===== src/output_router_map.svh =====
// Constants for the output assignment router: register offsets, fields, source codes and timing.
`ifndef OUTPUT_ROUTER_MAP_SVH
`define OUTPUT_ROUTER_MAP_SVH
// Register offsets (byte addresses, one 32-bit word each).
`define ORT_CTRL 8'h00
`define ORT_ASSIGN 8'h04
`define ORT_POLARITY 8'h08
`define ORT_SP_WRITE 8'h0C
`define ORT_SP_ACTIVE 8'h10
`define ORT_STATUS 8'h14
`define ORT_MASK 8'h18
`define ORT_SP_BANK 8'h1C
// Control register fields.
`define ORT_CTRL_HEATCOOL 0
`define ORT_CTRL_PROG_ON 1
`define ORT_CTRL_CONFIRM 2
`define ORT_CTRL_BANK_LSB 4
`define ORT_CTRL_PROTECT_LSB 8
// Protect level that blocks set point edits.
`define ORT_PROTECT_LOCK 2'h3
// Source codes held in each four-bit assignment field.
`define ORT_SRC_NONE 4'h0
`define ORT_SRC_HEAT 4'h1
`define ORT_SRC_COOL 4'h2
`define ORT_SRC_ALM1 4'h3
`define ORT_SRC_ALM2 4'h4
`define ORT_SRC_ALM3 4'h5
`define ORT_SRC_PEND 4'h6
`define ORT_SRC_WORK 4'h7
`define ORT_SRC_HEATER 4'h8
// Status bits.
`define ORT_ST_SP_COMMIT 0
`define ORT_ST_SP_REJECT 1
`define ORT_ST_MODE_RELOAD 2
// Times, in milliseconds, and the clock rate in kilohertz.
`define ORT_CLK_KHZ 200000
`define ORT_ALARM_HOLD_MS 2000
`define ORT_SP_COMMIT_MS 2000
`endif


===== src/output_router_pkg.sv =====
// Types shared by the output assignment router.
package output_router_pkg;
  // Set point commit sequencer states.
  typedef enum logic [1:0] {
    sp_idle,
    sp_pending
  } sp_state_e;
  // Four-bit output source selector.
  typedef logic [3:0] src_sel_t;
endpackage


===== src/output_source_mux.sv =====
// One output channel: source selection, optional inversion and registered drive.
`timescale 1ns/1ps
`include "output_router_map.svh"
module output_source_mux (
  input wire logic core_clk,
  input wire logic sys_rst,
  input wire logic [3:0] sel,
  input wire logic [8:0] funcs,
  input wire logic invert,
  input wire logic hold_off,
  output logic drive,
  output logic lamp
);
  // Chosen function state; an unknown code selects nothing.
  wire logic chosen;
  assign chosen = (sel < 4'h9) ? funcs[sel] : 1'b0;
  // Pin level before registering; the hold keeps contacts open whatever the polarity.
  wire logic next_drive;
  assign next_drive = hold_off ? 1'b0 : (chosen ^ invert);

  // One register per output so every pin changes on a single edge.
  always_ff @(posedge core_clk) begin
    if (sys_rst) begin
      drive <= 1'b0;
      lamp <= 1'b0;
    end else begin
      drive <= next_drive;
      lamp <= chosen;
    end
  end

  // A held output never closes its contacts.
  a_hold_open: assert property (@(posedge core_clk) disable iff (sys_rst)
    $past(hold_off) |-> !drive) else $error("held output was driven");
  // The indicator follows the uninverted function one cycle later.
  a_lamp_plain: assert property (@(posedge core_clk) disable iff (sys_rst)
    !sys_rst |=> lamp == $past(chosen)) else $error("indicator not uninverted state");
endmodule // output_source_mux


===== src/output_assignment_router.sv =====
// Output assignment router with polarity, power-up hold and banked set points.
`timescale 1ns/1ps
`include "output_router_map.svh"
module output_assignment_router #(
  parameter bit HAS_CTRL2 = 1'b1,
  parameter int SP_WIDTH = 16,
  parameter int BANKS = 8,
  parameter int HOLD_CYCLES = `ORT_ALARM_HOLD_MS * (`ORT_CLK_KHZ),
  parameter int COMMIT_CYCLES = `ORT_SP_COMMIT_MS * (`ORT_CLK_KHZ)
) (
  input wire logic core_clk,
  input wire logic sys_rst,
  input wire logic [7:0] reg_addr,
  input wire logic [31:0] reg_wdata,
  input wire logic reg_wr,
  input wire logic reg_rd,
  output logic [31:0] reg_rdata,
  input wire logic heat_out_in,
  input wire logic cool_out_in,
  input wire logic [2:0] alarm_in,
  input wire logic prog_end_in,
  input wire logic work_bit_in,
  input wire logic heater_fault_in,
  output logic ctrl_out1,
  output logic ctrl_out2,
  output logic [2:0] aux_out,
  output logic aux_indicator_first,
  output logic aux_indicator_second,
  output logic aux_indicator_third,
  output logic heater_fault_out,
  output logic [2:0] alarm_used,
  output logic irq
);
  // Software-visible configuration.
  logic heat_cool; // Control mode: 1 is heating/cooling.
  logic prog_on; // Program pattern is anything but off.
  logic [2:0] bank_sel; // Currently selected bank.
  logic [1:0] protect; // Operation/adjustment protect level.
  logic [3:0] asg [0:4]; // Assignments: ctrl1, ctrl2, aux1, aux2, aux3.
  logic [2:0] open_pol; // Per-aux open-in-alarm polarity.
  logic [SP_WIDTH-1:0] sp_bank [0:BANKS-1]; // Banked set points.
  logic [SP_WIDTH-1:0] sp_active; // Set point in force.
  logic [SP_WIDTH-1:0] sp_entry; // Value awaiting commit.
  logic [2:0] entry_bank; // Bank the pending value belongs to.
  logic [2:0] status; // Sticky event bits.
  logic [2:0] mask; // Interrupt enables.
  logic [31:0] hold_cnt; // Power-up alarm hold counter.
  logic [31:0] commit_cnt; // Set point commit counter.
  output_router_pkg::sp_state_e sp_state;

  // Mode-dependent default for a given output slot.
  // Slots: 0 is control one, 1 is control two, 2 to 4 are auxiliary one to three.
  function automatic logic [3:0] dflt(input int slot, input logic hc);
    logic [3:0] v;
    v = `ORT_SRC_NONE;
    if (slot == 0) v = `ORT_SRC_HEAT;
    else if (slot == 1) v = (hc && HAS_CTRL2) ? `ORT_SRC_COOL : `ORT_SRC_NONE;
    else if (slot == 2) v = `ORT_SRC_ALM1;
    else if (slot == 3) v = (hc && !HAS_CTRL2) ? `ORT_SRC_COOL : `ORT_SRC_ALM2;
    else if (slot == 4) v = `ORT_SRC_ALM3;
    return v;
  endfunction

  // Bus decode. Every strobe needs a full address match, so an access to an
  // unmapped offset changes nothing and reads back as zero.
  wire logic wr_ctrl = reg_wr && (reg_addr == `ORT_CTRL);
  wire logic wr_asg = reg_wr && (reg_addr == `ORT_ASSIGN);
  wire logic wr_pol = reg_wr && (reg_addr == `ORT_POLARITY);
  wire logic wr_sp = reg_wr && (reg_addr == `ORT_SP_WRITE);
  wire logic wr_mask = reg_wr && (reg_addr == `ORT_MASK);
  wire logic rd_status = reg_rd && (reg_addr == `ORT_STATUS);
  wire logic next_hc = reg_wdata[`ORT_CTRL_HEATCOOL];
  wire logic mode_change = wr_ctrl && (next_hc != heat_cool);
  wire logic confirm = wr_ctrl && reg_wdata[`ORT_CTRL_CONFIRM];
  wire logic sp_locked = (protect == `ORT_PROTECT_LOCK);
  wire logic sp_accept = wr_sp && !sp_locked;
  wire logic sp_reject = wr_sp && sp_locked;
  // A fresh edit in the cycle the timer runs out wins and restarts the delay,
  // so no commit event is flagged for a value that never took effect.
  wire logic commit_now = (sp_state == output_router_pkg::sp_pending) && !sp_accept &&
    (confirm || commit_cnt >= COMMIT_CYCLES - 1);
  // Alarm pins stay open until the counter reaches the hold length; the counter then
  // stops, so the hold can only come back through a reset.
  wire logic hold_off = (hold_cnt < HOLD_CYCLES);
  wire logic [2:0] events = {mode_change, sp_reject, commit_now};

  // Control register and mode-driven assignment reload.
  always_ff @(posedge core_clk) begin
    if (sys_rst) begin
      heat_cool <= 1'b0;
      prog_on <= 1'b0;
      bank_sel <= 3'h0;
      protect <= 2'h0;
      for (int i = 0; i < 5; i++) asg[i] <= dflt(i, 1'b0);
    end else if (wr_ctrl) begin
      // A control write carries every field; only a change of mode touches the map.
      heat_cool <= next_hc;
      prog_on <= reg_wdata[`ORT_CTRL_PROG_ON];
      bank_sel <= reg_wdata[`ORT_CTRL_BANK_LSB +: 3];
      protect <= reg_wdata[`ORT_CTRL_PROTECT_LSB +: 2];
      if (mode_change) for (int i = 0; i < 5; i++) asg[i] <= dflt(i, next_hc);
    end else if (wr_asg) begin
      // Software may place any source on any output, alarms included.
      for (int i = 0; i < 5; i++) asg[i] <= reg_wdata[4*i +: 4];
    end
  end

  // Polarity and mask registers; polarity defaults to close-in-alarm.
  // A write replaces all three polarities at once; each bit acts on its own aux pin, and bit zero also on the heater output.
  always_ff @(posedge core_clk) begin
    if (sys_rst) begin
      open_pol <= 3'h0;
      mask <= 3'h0;
    end else begin
      if (wr_pol) open_pol <= reg_wdata[2:0];
      if (wr_mask) mask <= reg_wdata[2:0];
    end
  end

  // Power-up hold counter; saturates once the hold has elapsed.
  // Thirty-two bits cover two seconds at the full clock rate with ample margin.
  always_ff @(posedge core_clk) begin
    if (sys_rst) hold_cnt <= 32'h0000_0000;
    else if (hold_off) hold_cnt <= hold_cnt + 32'h0000_0001;
  end

  // Set point entry and commit sequencer. A new edit restarts the delay.
  always_ff @(posedge core_clk) begin
    if (sys_rst) begin
      sp_state <= output_router_pkg::sp_idle;
      commit_cnt <= 32'h0000_0000;
      sp_entry <= '0;
      entry_bank <= 3'h0;
      sp_active <= '0;
      for (int b = 0; b < BANKS; b++) sp_bank[b] <= '0;
    end else begin
      case (sp_state)
        output_router_pkg::sp_idle: begin
          if (sp_accept) begin
            sp_state <= output_router_pkg::sp_pending;
            commit_cnt <= 32'h0000_0000;
            sp_entry <= reg_wdata[SP_WIDTH-1:0];
            entry_bank <= bank_sel;
          end
        end
        default: begin
          // Pending: a new edit restarts, a confirm or expiry commits, else keep counting.
          if (sp_accept) begin
            commit_cnt <= 32'h0000_0000;
            sp_entry <= reg_wdata[SP_WIDTH-1:0];
            entry_bank <= bank_sel;
          end else if (commit_now) begin
            // The value always lands in its own bank, and is live only if that bank is.
            sp_state <= output_router_pkg::sp_idle;
            sp_bank[entry_bank] <= sp_entry;
            if (entry_bank == bank_sel) sp_active <= sp_entry;
          end else begin
            commit_cnt <= commit_cnt + 32'h0000_0001;
          end
        end
      endcase
    end
  end

  // Sticky status; a set in the same cycle as the read clear wins.
  // This way an event that lands on the clearing read is never lost.
  always_ff @(posedge core_clk) begin
    if (sys_rst) status <= 3'h0;
    else status <= (rd_status ? 3'h0 : status) | events;
  end

  // Function vector indexed by source code.
  wire logic [8:0] funcs = {heater_fault_in, work_bit_in, prog_end_in, alarm_in,
    cool_out_in, heat_out_in, 1'b0};
  // Aux one carries program end when a program pattern is active.
  wire logic [3:0] aux1_sel = prog_on ? `ORT_SRC_PEND : asg[2];
  wire logic any_work = (asg[0] == `ORT_SRC_WORK) || (asg[1] == `ORT_SRC_WORK) ||
    (asg[2] == `ORT_SRC_WORK) || (asg[3] == `ORT_SRC_WORK) || (asg[4] == `ORT_SRC_WORK);
  logic [2:0] next_used;
  always_comb begin
    next_used = {3{any_work}};
    for (int i = 0; i < 5; i++) begin
      if (asg[i] == `ORT_SRC_ALM1) next_used[0] = 1'b1;
      if (asg[i] == `ORT_SRC_ALM2) next_used[1] = 1'b1;
      if (asg[i] == `ORT_SRC_ALM3) next_used[2] = 1'b1;
    end
  end
  wire logic ctrl2_sel_ok = HAS_CTRL2;

  // Channels. Control outputs are not alarm outputs, so they are never held.
  output_source_mux u_ctrl1 (.core_clk(core_clk), .sys_rst(sys_rst), .sel(asg[0]),
    .funcs(funcs), .invert(1'b0), .hold_off(1'b0), .drive(ctrl_out1), .lamp());
  // Without a second control output the slot is forced to select nothing.
  output_source_mux u_ctrl2 (.core_clk(core_clk), .sys_rst(sys_rst),
    .sel(ctrl2_sel_ok ? asg[1] : `ORT_SRC_NONE), .funcs(funcs), .invert(1'b0),
    .hold_off(1'b0), .drive(ctrl_out2), .lamp());
  output_source_mux u_aux1 (.core_clk(core_clk), .sys_rst(sys_rst), .sel(aux1_sel),
    .funcs(funcs), .invert(open_pol[0]), .hold_off(hold_off), .drive(aux_out[0]),
    .lamp(aux_indicator_first));
  output_source_mux u_aux2 (.core_clk(core_clk), .sys_rst(sys_rst), .sel(asg[3]),
    .funcs(funcs), .invert(open_pol[1]), .hold_off(hold_off), .drive(aux_out[1]),
    .lamp(aux_indicator_second));
  output_source_mux u_aux3 (.core_clk(core_clk), .sys_rst(sys_rst), .sel(asg[4]),
    .funcs(funcs), .invert(open_pol[2]), .hold_off(hold_off), .drive(aux_out[2]),
    .lamp(aux_indicator_third));
  // Heater and input error outputs follow the alarm one polarity.
  output_source_mux u_heater (.core_clk(core_clk), .sys_rst(sys_rst),
    .sel(`ORT_SRC_HEATER), .funcs(funcs), .invert(open_pol[0]), .hold_off(hold_off),
    .drive(heater_fault_out), .lamp());

  // Read data mux.
  // Decoded on the address alone; the strobe only gates the registered copy.
  logic [31:0] next_rdata;
  always_comb begin
    next_rdata = 32'h0000_0000;
    if (reg_addr == `ORT_CTRL)
      next_rdata = {22'h0, protect, 1'b0, bank_sel, 2'h0, prog_on, heat_cool};
    else if (reg_addr == `ORT_ASSIGN)
      next_rdata = {12'h0, asg[4], asg[3], asg[2], asg[1], asg[0]};
    else if (reg_addr == `ORT_POLARITY) next_rdata = {29'h0, open_pol};
    else if (reg_addr == `ORT_SP_WRITE) next_rdata = 32'(sp_entry);
    else if (reg_addr == `ORT_SP_ACTIVE) next_rdata = 32'(sp_active);
    else if (reg_addr == `ORT_STATUS) next_rdata = {29'h0, status};
    else if (reg_addr == `ORT_MASK) next_rdata = {29'h0, mask};
    else if (reg_addr == `ORT_SP_BANK) next_rdata = 32'(sp_bank[bank_sel]);
  end

  // Registered read data, interrupt and alarm-use flags.
  // The interrupt looks at the next status value, so it rises with the event bit.
  always_ff @(posedge core_clk) begin
    if (sys_rst) begin
      reg_rdata <= 32'h0000_0000;
      irq <= 1'b0;
      alarm_used <= 3'h0;
    end else begin
      reg_rdata <= reg_rd ? next_rdata : 32'h0000_0000;
      irq <= |(((rd_status ? 3'h0 : status) | events) & mask);
      alarm_used <= next_used;
    end
  end

  // Locked edits never reach the pending value.
  a_sp_locked: assert property (@(posedge core_clk) disable iff (sys_rst)
    (wr_sp && sp_locked && sp_state == output_router_pkg::sp_idle) |=>
    sp_state == output_router_pkg::sp_idle) else $error("locked set point accepted");
  // A mode change reloads defaults one cycle later.
  a_mode_reload: assert property (@(posedge core_clk) disable iff (sys_rst)
    mode_change |=> asg[0] == `ORT_SRC_HEAT && asg[2] == `ORT_SRC_ALM1)
    else $error("mode change did not reload");
  // Dual-output heat/cool puts cooling on control two.
  a_cool_route: assert property (@(posedge core_clk) disable iff (sys_rst)
    (mode_change && next_hc && HAS_CTRL2) |=> asg[1] == `ORT_SRC_COOL &&
    asg[3] == `ORT_SRC_ALM2) else $error("cooling route wrong");
  // Program end replaces alarm one on aux one.
  a_prog_end: assert property (@(posedge core_clk) disable iff (sys_rst)
    prog_on |=> aux_indicator_first == $past(prog_end_in))
    else $error("program end not routed");
  // Work bit marks every alarm used.
  a_work_used: assert property (@(posedge core_clk) disable iff (sys_rst)
    any_work |=> alarm_used == 3'h7) else $error("work bit did not mark alarms");
  // Aux outputs stay open throughout the hold.
  a_aux_hold: assert property (@(posedge core_clk) disable iff (sys_rst)
    ($past(hold_off) && !$past(sys_rst)) |-> aux_out == 3'h0)
    else $error("aux closed during hold");
  // Confirm commits the pending value on the next edge.
  a_sp_confirm: assert property (@(posedge core_clk) disable iff (sys_rst)
    (commit_now && !sp_accept && entry_bank == bank_sel) |=> sp_active == $past(sp_entry))
    else $error("set point not committed");
  // Reset yields close-in-alarm polarity.
  a_pol_default: assert property (@(posedge core_clk)
    $past(sys_rst) |-> open_pol == 3'h0) else $error("polarity default wrong");
  // Open polarity on aux two inverts the pin against its indicator.
  a_aux_invert: assert property (@(posedge core_clk) disable iff (sys_rst)
    (!hold_off && !$past(hold_off) && $past(open_pol[1]) && $past(!hold_off)) |->
    aux_out[1] != aux_indicator_second) else $error("open polarity not inverted");
  c_mode_change: cover property (@(posedge core_clk) mode_change);
  c_sp_commit: cover property (@(posedge core_clk) commit_now);
  c_sp_reject: cover property (@(posedge core_clk) sp_reject);
  c_irq: cover property (@(posedge core_clk) irq);
  c_prog_end: cover property (@(posedge core_clk) prog_on && prog_end_in);
  // The reject flag follows a locked edit.
  a_reject_flag: assert property (@(posedge core_clk) disable iff (sys_rst)
    sp_reject |=> status[`ORT_ST_SP_REJECT]) else $error("locked edit not flagged");
  // Alarm one polarity also governs the heater and input error output.
  a_heater_pol: assert property (@(posedge core_clk) disable iff (sys_rst)
    !$past(hold_off) |-> heater_fault_out == ($past(heater_fault_in) ^ $past(open_pol[0])))
    else $error("heater output polarity wrong");
endmodule // output_assignment_router


===== config.mk =====
export PLATFORM = sky130hd
export DESIGN_NAME = output_assignment_router
export DESIGN_NICKNAME = d
export VERILOG_FILES = /design/src/output_router_pkg.sv /design/src/output_source_mux.sv /design/src/output_assignment_router.sv
export VERILOG_INCLUDE_DIRS = /design/src /design/src/src
export SDC_FILE = /design/constraint.sdc
export NUM_CORES = 1
export LEC_CHECK = 0
export ABC_AREA = 1
export BUFFER_PORTS_ARGS = -buffer_cell sky130_fd_sc_hd__buf_2
export CORE_AREA = 8 8 182 184
export DETAILED_ROUTE_END_ITERATION = 10
export DIE_AREA = 0 0 190 192
export PLACE_DENSITY = 0.76
export SLEW_MARGIN = 0
export SYNTH_ARGS = -nofsm -noshare
export SYNTH_HDL_FRONTEND = slang
export SYNTH_SLANG_ARGS = --single-unit

===== constraint.sdc =====
create_clock -name core_clk -period 4.17 [get_ports core_clk]
set_clock_uncertainty 0.15 [all_clocks]
set_input_delay 0.417 -clock core_clk [delete_from_list [all_inputs] [get_ports core_clk]]
set_output_delay 0.417 -clock core_clk [all_outputs]
set_load 0.02 [all_outputs]

== Word-level counts from Yosys, hierarchy flattened ==
Memories as Yosys holds them, arrays and structs flattened. A register that Yosys moved wholly into a read port is not among the register bits.
Cells that the tools add are included.
Widths: inputs -> output; s select.
Cells by class
  add/sub/neg operators: 2
  order comparisons: 12
  equal/unequal tests: 34
  multiplexer cells: 97
  bitwise logic cells: 21
  reductions and logical operators: 33
Operators with widths (number)
  $mux 32: 4
  $mux 4: 31
  $mux 16: 7
  $add 32x1->32 const B: 2
  $eq 4x3->1 const B: 15
  $mux 1: 39
  $eq 8x5->1 const B: 4
  $ge 32x29->1 const B: 1
  $lt 32x29->1 const B: 1
  $lt 4x5->1 const B: 5
  $bmux 1 s4: 5
  $eq 4x2->1 const B: 5
  $lt 4x4->1 const B: 5
  $mux 20: 1
  $eq 8x4->1 const B: 2
  $reduce_or 16->1: 1
  $logic_and 1x1->1: 12
  $mux 3: 4
  $mux 10: 1
  $mux 2: 5
  $or 1x1->1: 10
  $reduce_or 9->1: 1
  $eq 8x3->1 const B: 1
  $logic_not 8->1: 1
  other kinds (19): 36
Storage, ports and cells
  flip-flop bits (word level): 162
  bits in writable memories: 148
  bits of input ports: 52
  word-level logic and storage cells: 228
  memories: 2
Memory list
  sp_bank: words 8, width 16, rd ports 1, clocked after Yosys merged registers in 1, wr ports 8, line output_assignment_router.sv:41  | logic [SP_WIDTH-1:0] sp_bank [0:BANKS-1];
  asg: words 5, width 4, rd ports 5, clocked after Yosys merged registers in 0, wr ports 5, line output_assignment_router.sv:39  | logic [3:0] asg [0:4];

== Longest topological paths before layout ==
  word-level depth: 13
  mapped depth: 14

== Cells and area by module ==
Synthesis repeated with hierarchy kept, for this count alone.
Unflattened totals
  cells, all modules: 1975
  area total of the unflattened synthesis: 15338.5 µm²
By module, submodules not included
  output_assignment_router: instances 1, cells an instance 1753, area an instance 14129.8 µm²
  output_source_mux: instances 6, cells an instance 37, area an instance 201.4 µm²

== Least setup slack after synthesis ==
OpenSTA, ideal clock, no wires.
  path kind: flip-flop to flip-flop
  start point: register commit_cnt[0]
  end point: memory sp_bank[2][0], enable pin
  setup time: 0.372 ns
  arrival time: 2.200 ns
  slack: 1.448 ns
  cell stages (with the launch flop): 15
  cells stage by stage: dfxtp_1 > ha_1 > nand2_2 > nor2_4 > nand2_2 > nand2_1 > nand2_1 > nand2_1 > nand2_2 > nand2_4 > nand2_4 > nor2_8 > nand2_4 > buf_6 > nand2_1
RTL lines
  start, declared: line output_assignment_router.sv:48  | logic [31:0] commit_cnt;
  start signal, assigned: line output_assignment_router.sv:158  | commit_cnt <= commit_cnt + 32'h0000_0001;
  end, declared: line output_assignment_router.sv:41

==> results_dict.tcl <==
set metrics [dict create \
    p_per_area_nw_per_um2 378.3 \
    fin_setup_tns_ps 0 \
    drc 0 \
    fin_crit_ps 3235 \
    start_kind "flip-flop" \
    ys_seq_area_share_pct 50.45 \
    n_fill_cell 2727 \
    vdd_ir_drop_max_v 0.0003023 \
    slowest_stage "nand2_1" \
    die_y_um 192 \
    power_mw 6.249 \
    grt_max_degree 90 \
    synthArstFlopShare_pct 0 \
    layout-drive-gt1-share_pct 8.537 \
    critPathMaxFanout 17 \
    core_um2 30190 \
    rr_startpoint "commit_cnt[0]$_SDFFE_PP0P_" \
    dr.pass1.iters 5 \
    min_period_over_period_pct 77.58 \
    ys_top_cells_by_area "edfxtp_1 (30%), dfxtp_1 (21%), nor2_1 (11%)" \
    clock_latency_ps 570 \
    initial_core_util_pct 49.16 \
    drtIter0Drc 1239 \
    overflow 0 \
    cts_made_buffers 31 \
    met1_usage_pct 25.86 \
    startpoint "commit_cnt[0]$_SDFFE_PP0P_" \
    num_vias 13020 \
    antenna_found_initial 3 \
    cts.sinks 300 \
    cts_tree "built" \
    critPathRequiredTime_ps 4220 \
    die_x_um 190 \
    wl_um 38440 \
    cts_buffer_depth 3 \
    critical_path_class "flip-flop to flip-flop" \
    finalNetCount 2032 \
    synth_cell_types 42 \
    met3_usage_pct 2.832 \
    gp_congestion 0.9125 \
    worst_pin_slew_ps 1046 \
    cpMostUsedCell "nand2_1" \
    rsz0062_at_grt "no" \
    fp-row-count 64 \
    yosys.cell_count.top_type "nor2_1" \
    critPathArrivalTime_ps 3290 \
    grtUsageTotal_pct 20.53 \
    grt.busiest_layer "met2" \
    synth_common_cells "nor2_1 (417), nand2_1 (374), inv_1 (170), dfxtp_1 (152), edfxtp_1 (148)" \
    crit_path_cell_trace "ha_1, nand2_2, nor2_4, nand2_2, nand2_1, nand2_1, nand2_1, nand2_2, nand2_4, nand2_4, nor2_8, nand2_4, nand2_1" \
    status "finished, final reports clean" \
    cts-root-buf "clkbuf_16" \
    min_from "reg_wdata[13]" \
    hpwlAfterDp_um 26520 \
    critPathMaxStageDelay_ps 610 \
    finalSetupViolations 0 \
    cp-end-kind "flip-flop" \
    yosysWarnings 0 \
    hp-class "input pin to flip-flop" \
    ys_seq_elements 300 \
    wl_per_cell_um 16.01 \
    grt_util_met2_pct 36.11 \
    cts.htree.levels 1 \
    relSlewSlack_pct 30.16 \
    synth_ff_type "dfxtp_1" \
    maxCapViolCount 0 \
    netlist.area_leader.share_pct 29.95 \
    io_buffers 72 \
    area_delta_synth_final_pct 11.31 \
    power.leakage_nw 6.546 \
    drtAntennaViolNets 0 \
    viasPerCell 5.424 \
    io-pin-count 97 \
    synth_edf_count 148 \
    grt_pass1_wl_um 62150 \
    die_area_um2 36480 \
    netlist_instances 1931 \
    yosysTopAreaCell "edfxtp_1" \
    clk_pin_slew_ps 60 \
    max_freq_ghz 0.3091 \
    cts-resized-gates 0 \
    grt_pass1_vias 12520 \
    final_max_slew_viol_count 0 \
    syn_area_per_cell_um2 7.685 \
    synthesis.area_um2 14840 \
    hold_viol 0 \
]
## state kept, by name, indices dropped and copies added, names as in the netlist, 2 cells and up, named ones only
register,flops
bank_sel,3
status,3
sp_active,16
entry_bank,3
commit_cnt,32
sp_bank,128
hold_cnt,32
protect,2
mask,3
sp_entry,16
open_pol,3
asg,20
reg_rdata,20
alarm_used,3
## worst max-delay path: cells and delay by family, from the launching register on
kind,cells,cell delay [ps]
DFF,1,420
adders and majority gates,1,290
and+or+nand+nor,12,1990
## cell families after synthesis
logic type                 count (synthesis)  share of synthesized area, %
and+or+nand+nor                         1014                         28.64
AOI/OAI and AO/OA                        300                         10.94
adders and majority gates                  2                        0.1686
DFF                                      300                         50.45
other                                      1                       0.02527
xor gates and xnor gates                  29                         1.712
buffers and inverters                    285                         8.060
## final timing paths
check / endpoint / slack, ps / cells past startpoint
setup / recovery: sp_bank[2][5]$_SDFFCE_PN0P_ / 930 / 13
hold / removal: sp_entry[13]$_SDFFE_PP0P_ / 20 / 3
setup reg to reg: sp_bank[2][5]$_SDFFCE_PN0P_ / 930 / 13
hold reg to reg: hold_cnt[29]$_SDFFE_PP0P_ / 280 / 2
## cells in the final DEF (no fill, tap or decap), types with 3 or more instances in the layout
master	netlist	final
o22ai_1	4	4
clkinvlp_4	0	6
dlygate4sd3_1	0	11
nor2_1	417	417
nand2_2	3	3
nand2_1	374	374
nand3_2	4	4
clkinv_2	0	9
nand2_4	10	10
clkinv_1	20	21
clkbuf_1	58	3
a21oi_1	127	127
xor2_1	28	28
buf_2	8	72
nand3_1	137	137
a31oi_1	3	3
o211ai_1	31	31
dfxtp_1	152	151
clkbuf_16	0	31
or2_2	7	7
inv_1	170	170
bufinv_16	0	4
buf_4	15	13
nor3_1	31	31
conb_1	1	12
inv_2	2	3
o21ai_0	125	125
a41oi_1	3	3
nand4_1	17	17
edfxtp_1	148	148
nor3b_1	4	4
## layer usage
layer,wire (µm),vias to the layer above
li1,-,6383
met4,989,2
met1,16290,6154
met5,13,-
met3,2191,71
met2,18960,413
## power breakdown
group          total, mW  leakage (nW)  internal, mW  switching (mW)
logic              0.244          3.30        0.0671           0.177
registers           3.18          2.74          3.15          0.0302
clock network       2.83         0.499          1.62            1.21
total               6.25          6.55          4.84            1.41
## through the flow
| stage | area (µm²) | std cells | util (%) | setup WS (ps) | hold slack (ps) |
|---|---|---|---|---|---|
| 6_report | 16520 | 2401 | 54.72 | 935.0 | 24.69 |
| 5_1_grt | 16520 | 2400 | 54.71 | 666.4 | 44.03 |
| 4_1_cts | 16510 | 2399 | 54.70 | 881.1 | 12.19 |
| 3_5_place_dp | 15360 | 2330 | 50.88 | 874.0 | 279.3 |
| 3_3_place_gp | 15360 | 2330 | 50.88 | 1005 | 268.8 |
| 2_1_floorplan | 14880 | 1942 | - | 1448 | 259.4 |
## timing repair
item                       in CTS  in global routing
setup endpoints to repair       0                  0
hold buffers                   11                  0
setup buffers                   0                  0
hold endpoints to repair       11                  0
## layout make-up
type | count | area, µm² | area share (%)
Timing Repair Buffer | 96 | 568.0 | 3.439
Clock inverter | 24 | 255.2 | 1.545
Sequential cell | 300 | 7488 | 45.33
Multi-Input combinational cell | 1357 | 6198 | 37.52
Antenna cell | 2 | 5.005 | 0.03030
Inverter | 192 | 720.7 | 4.363
Clock buffer | 34 | 787.0 | 4.764
Tap cell | 396 | 495.5 | 3.000
Power figures use the tool's default switching activity.
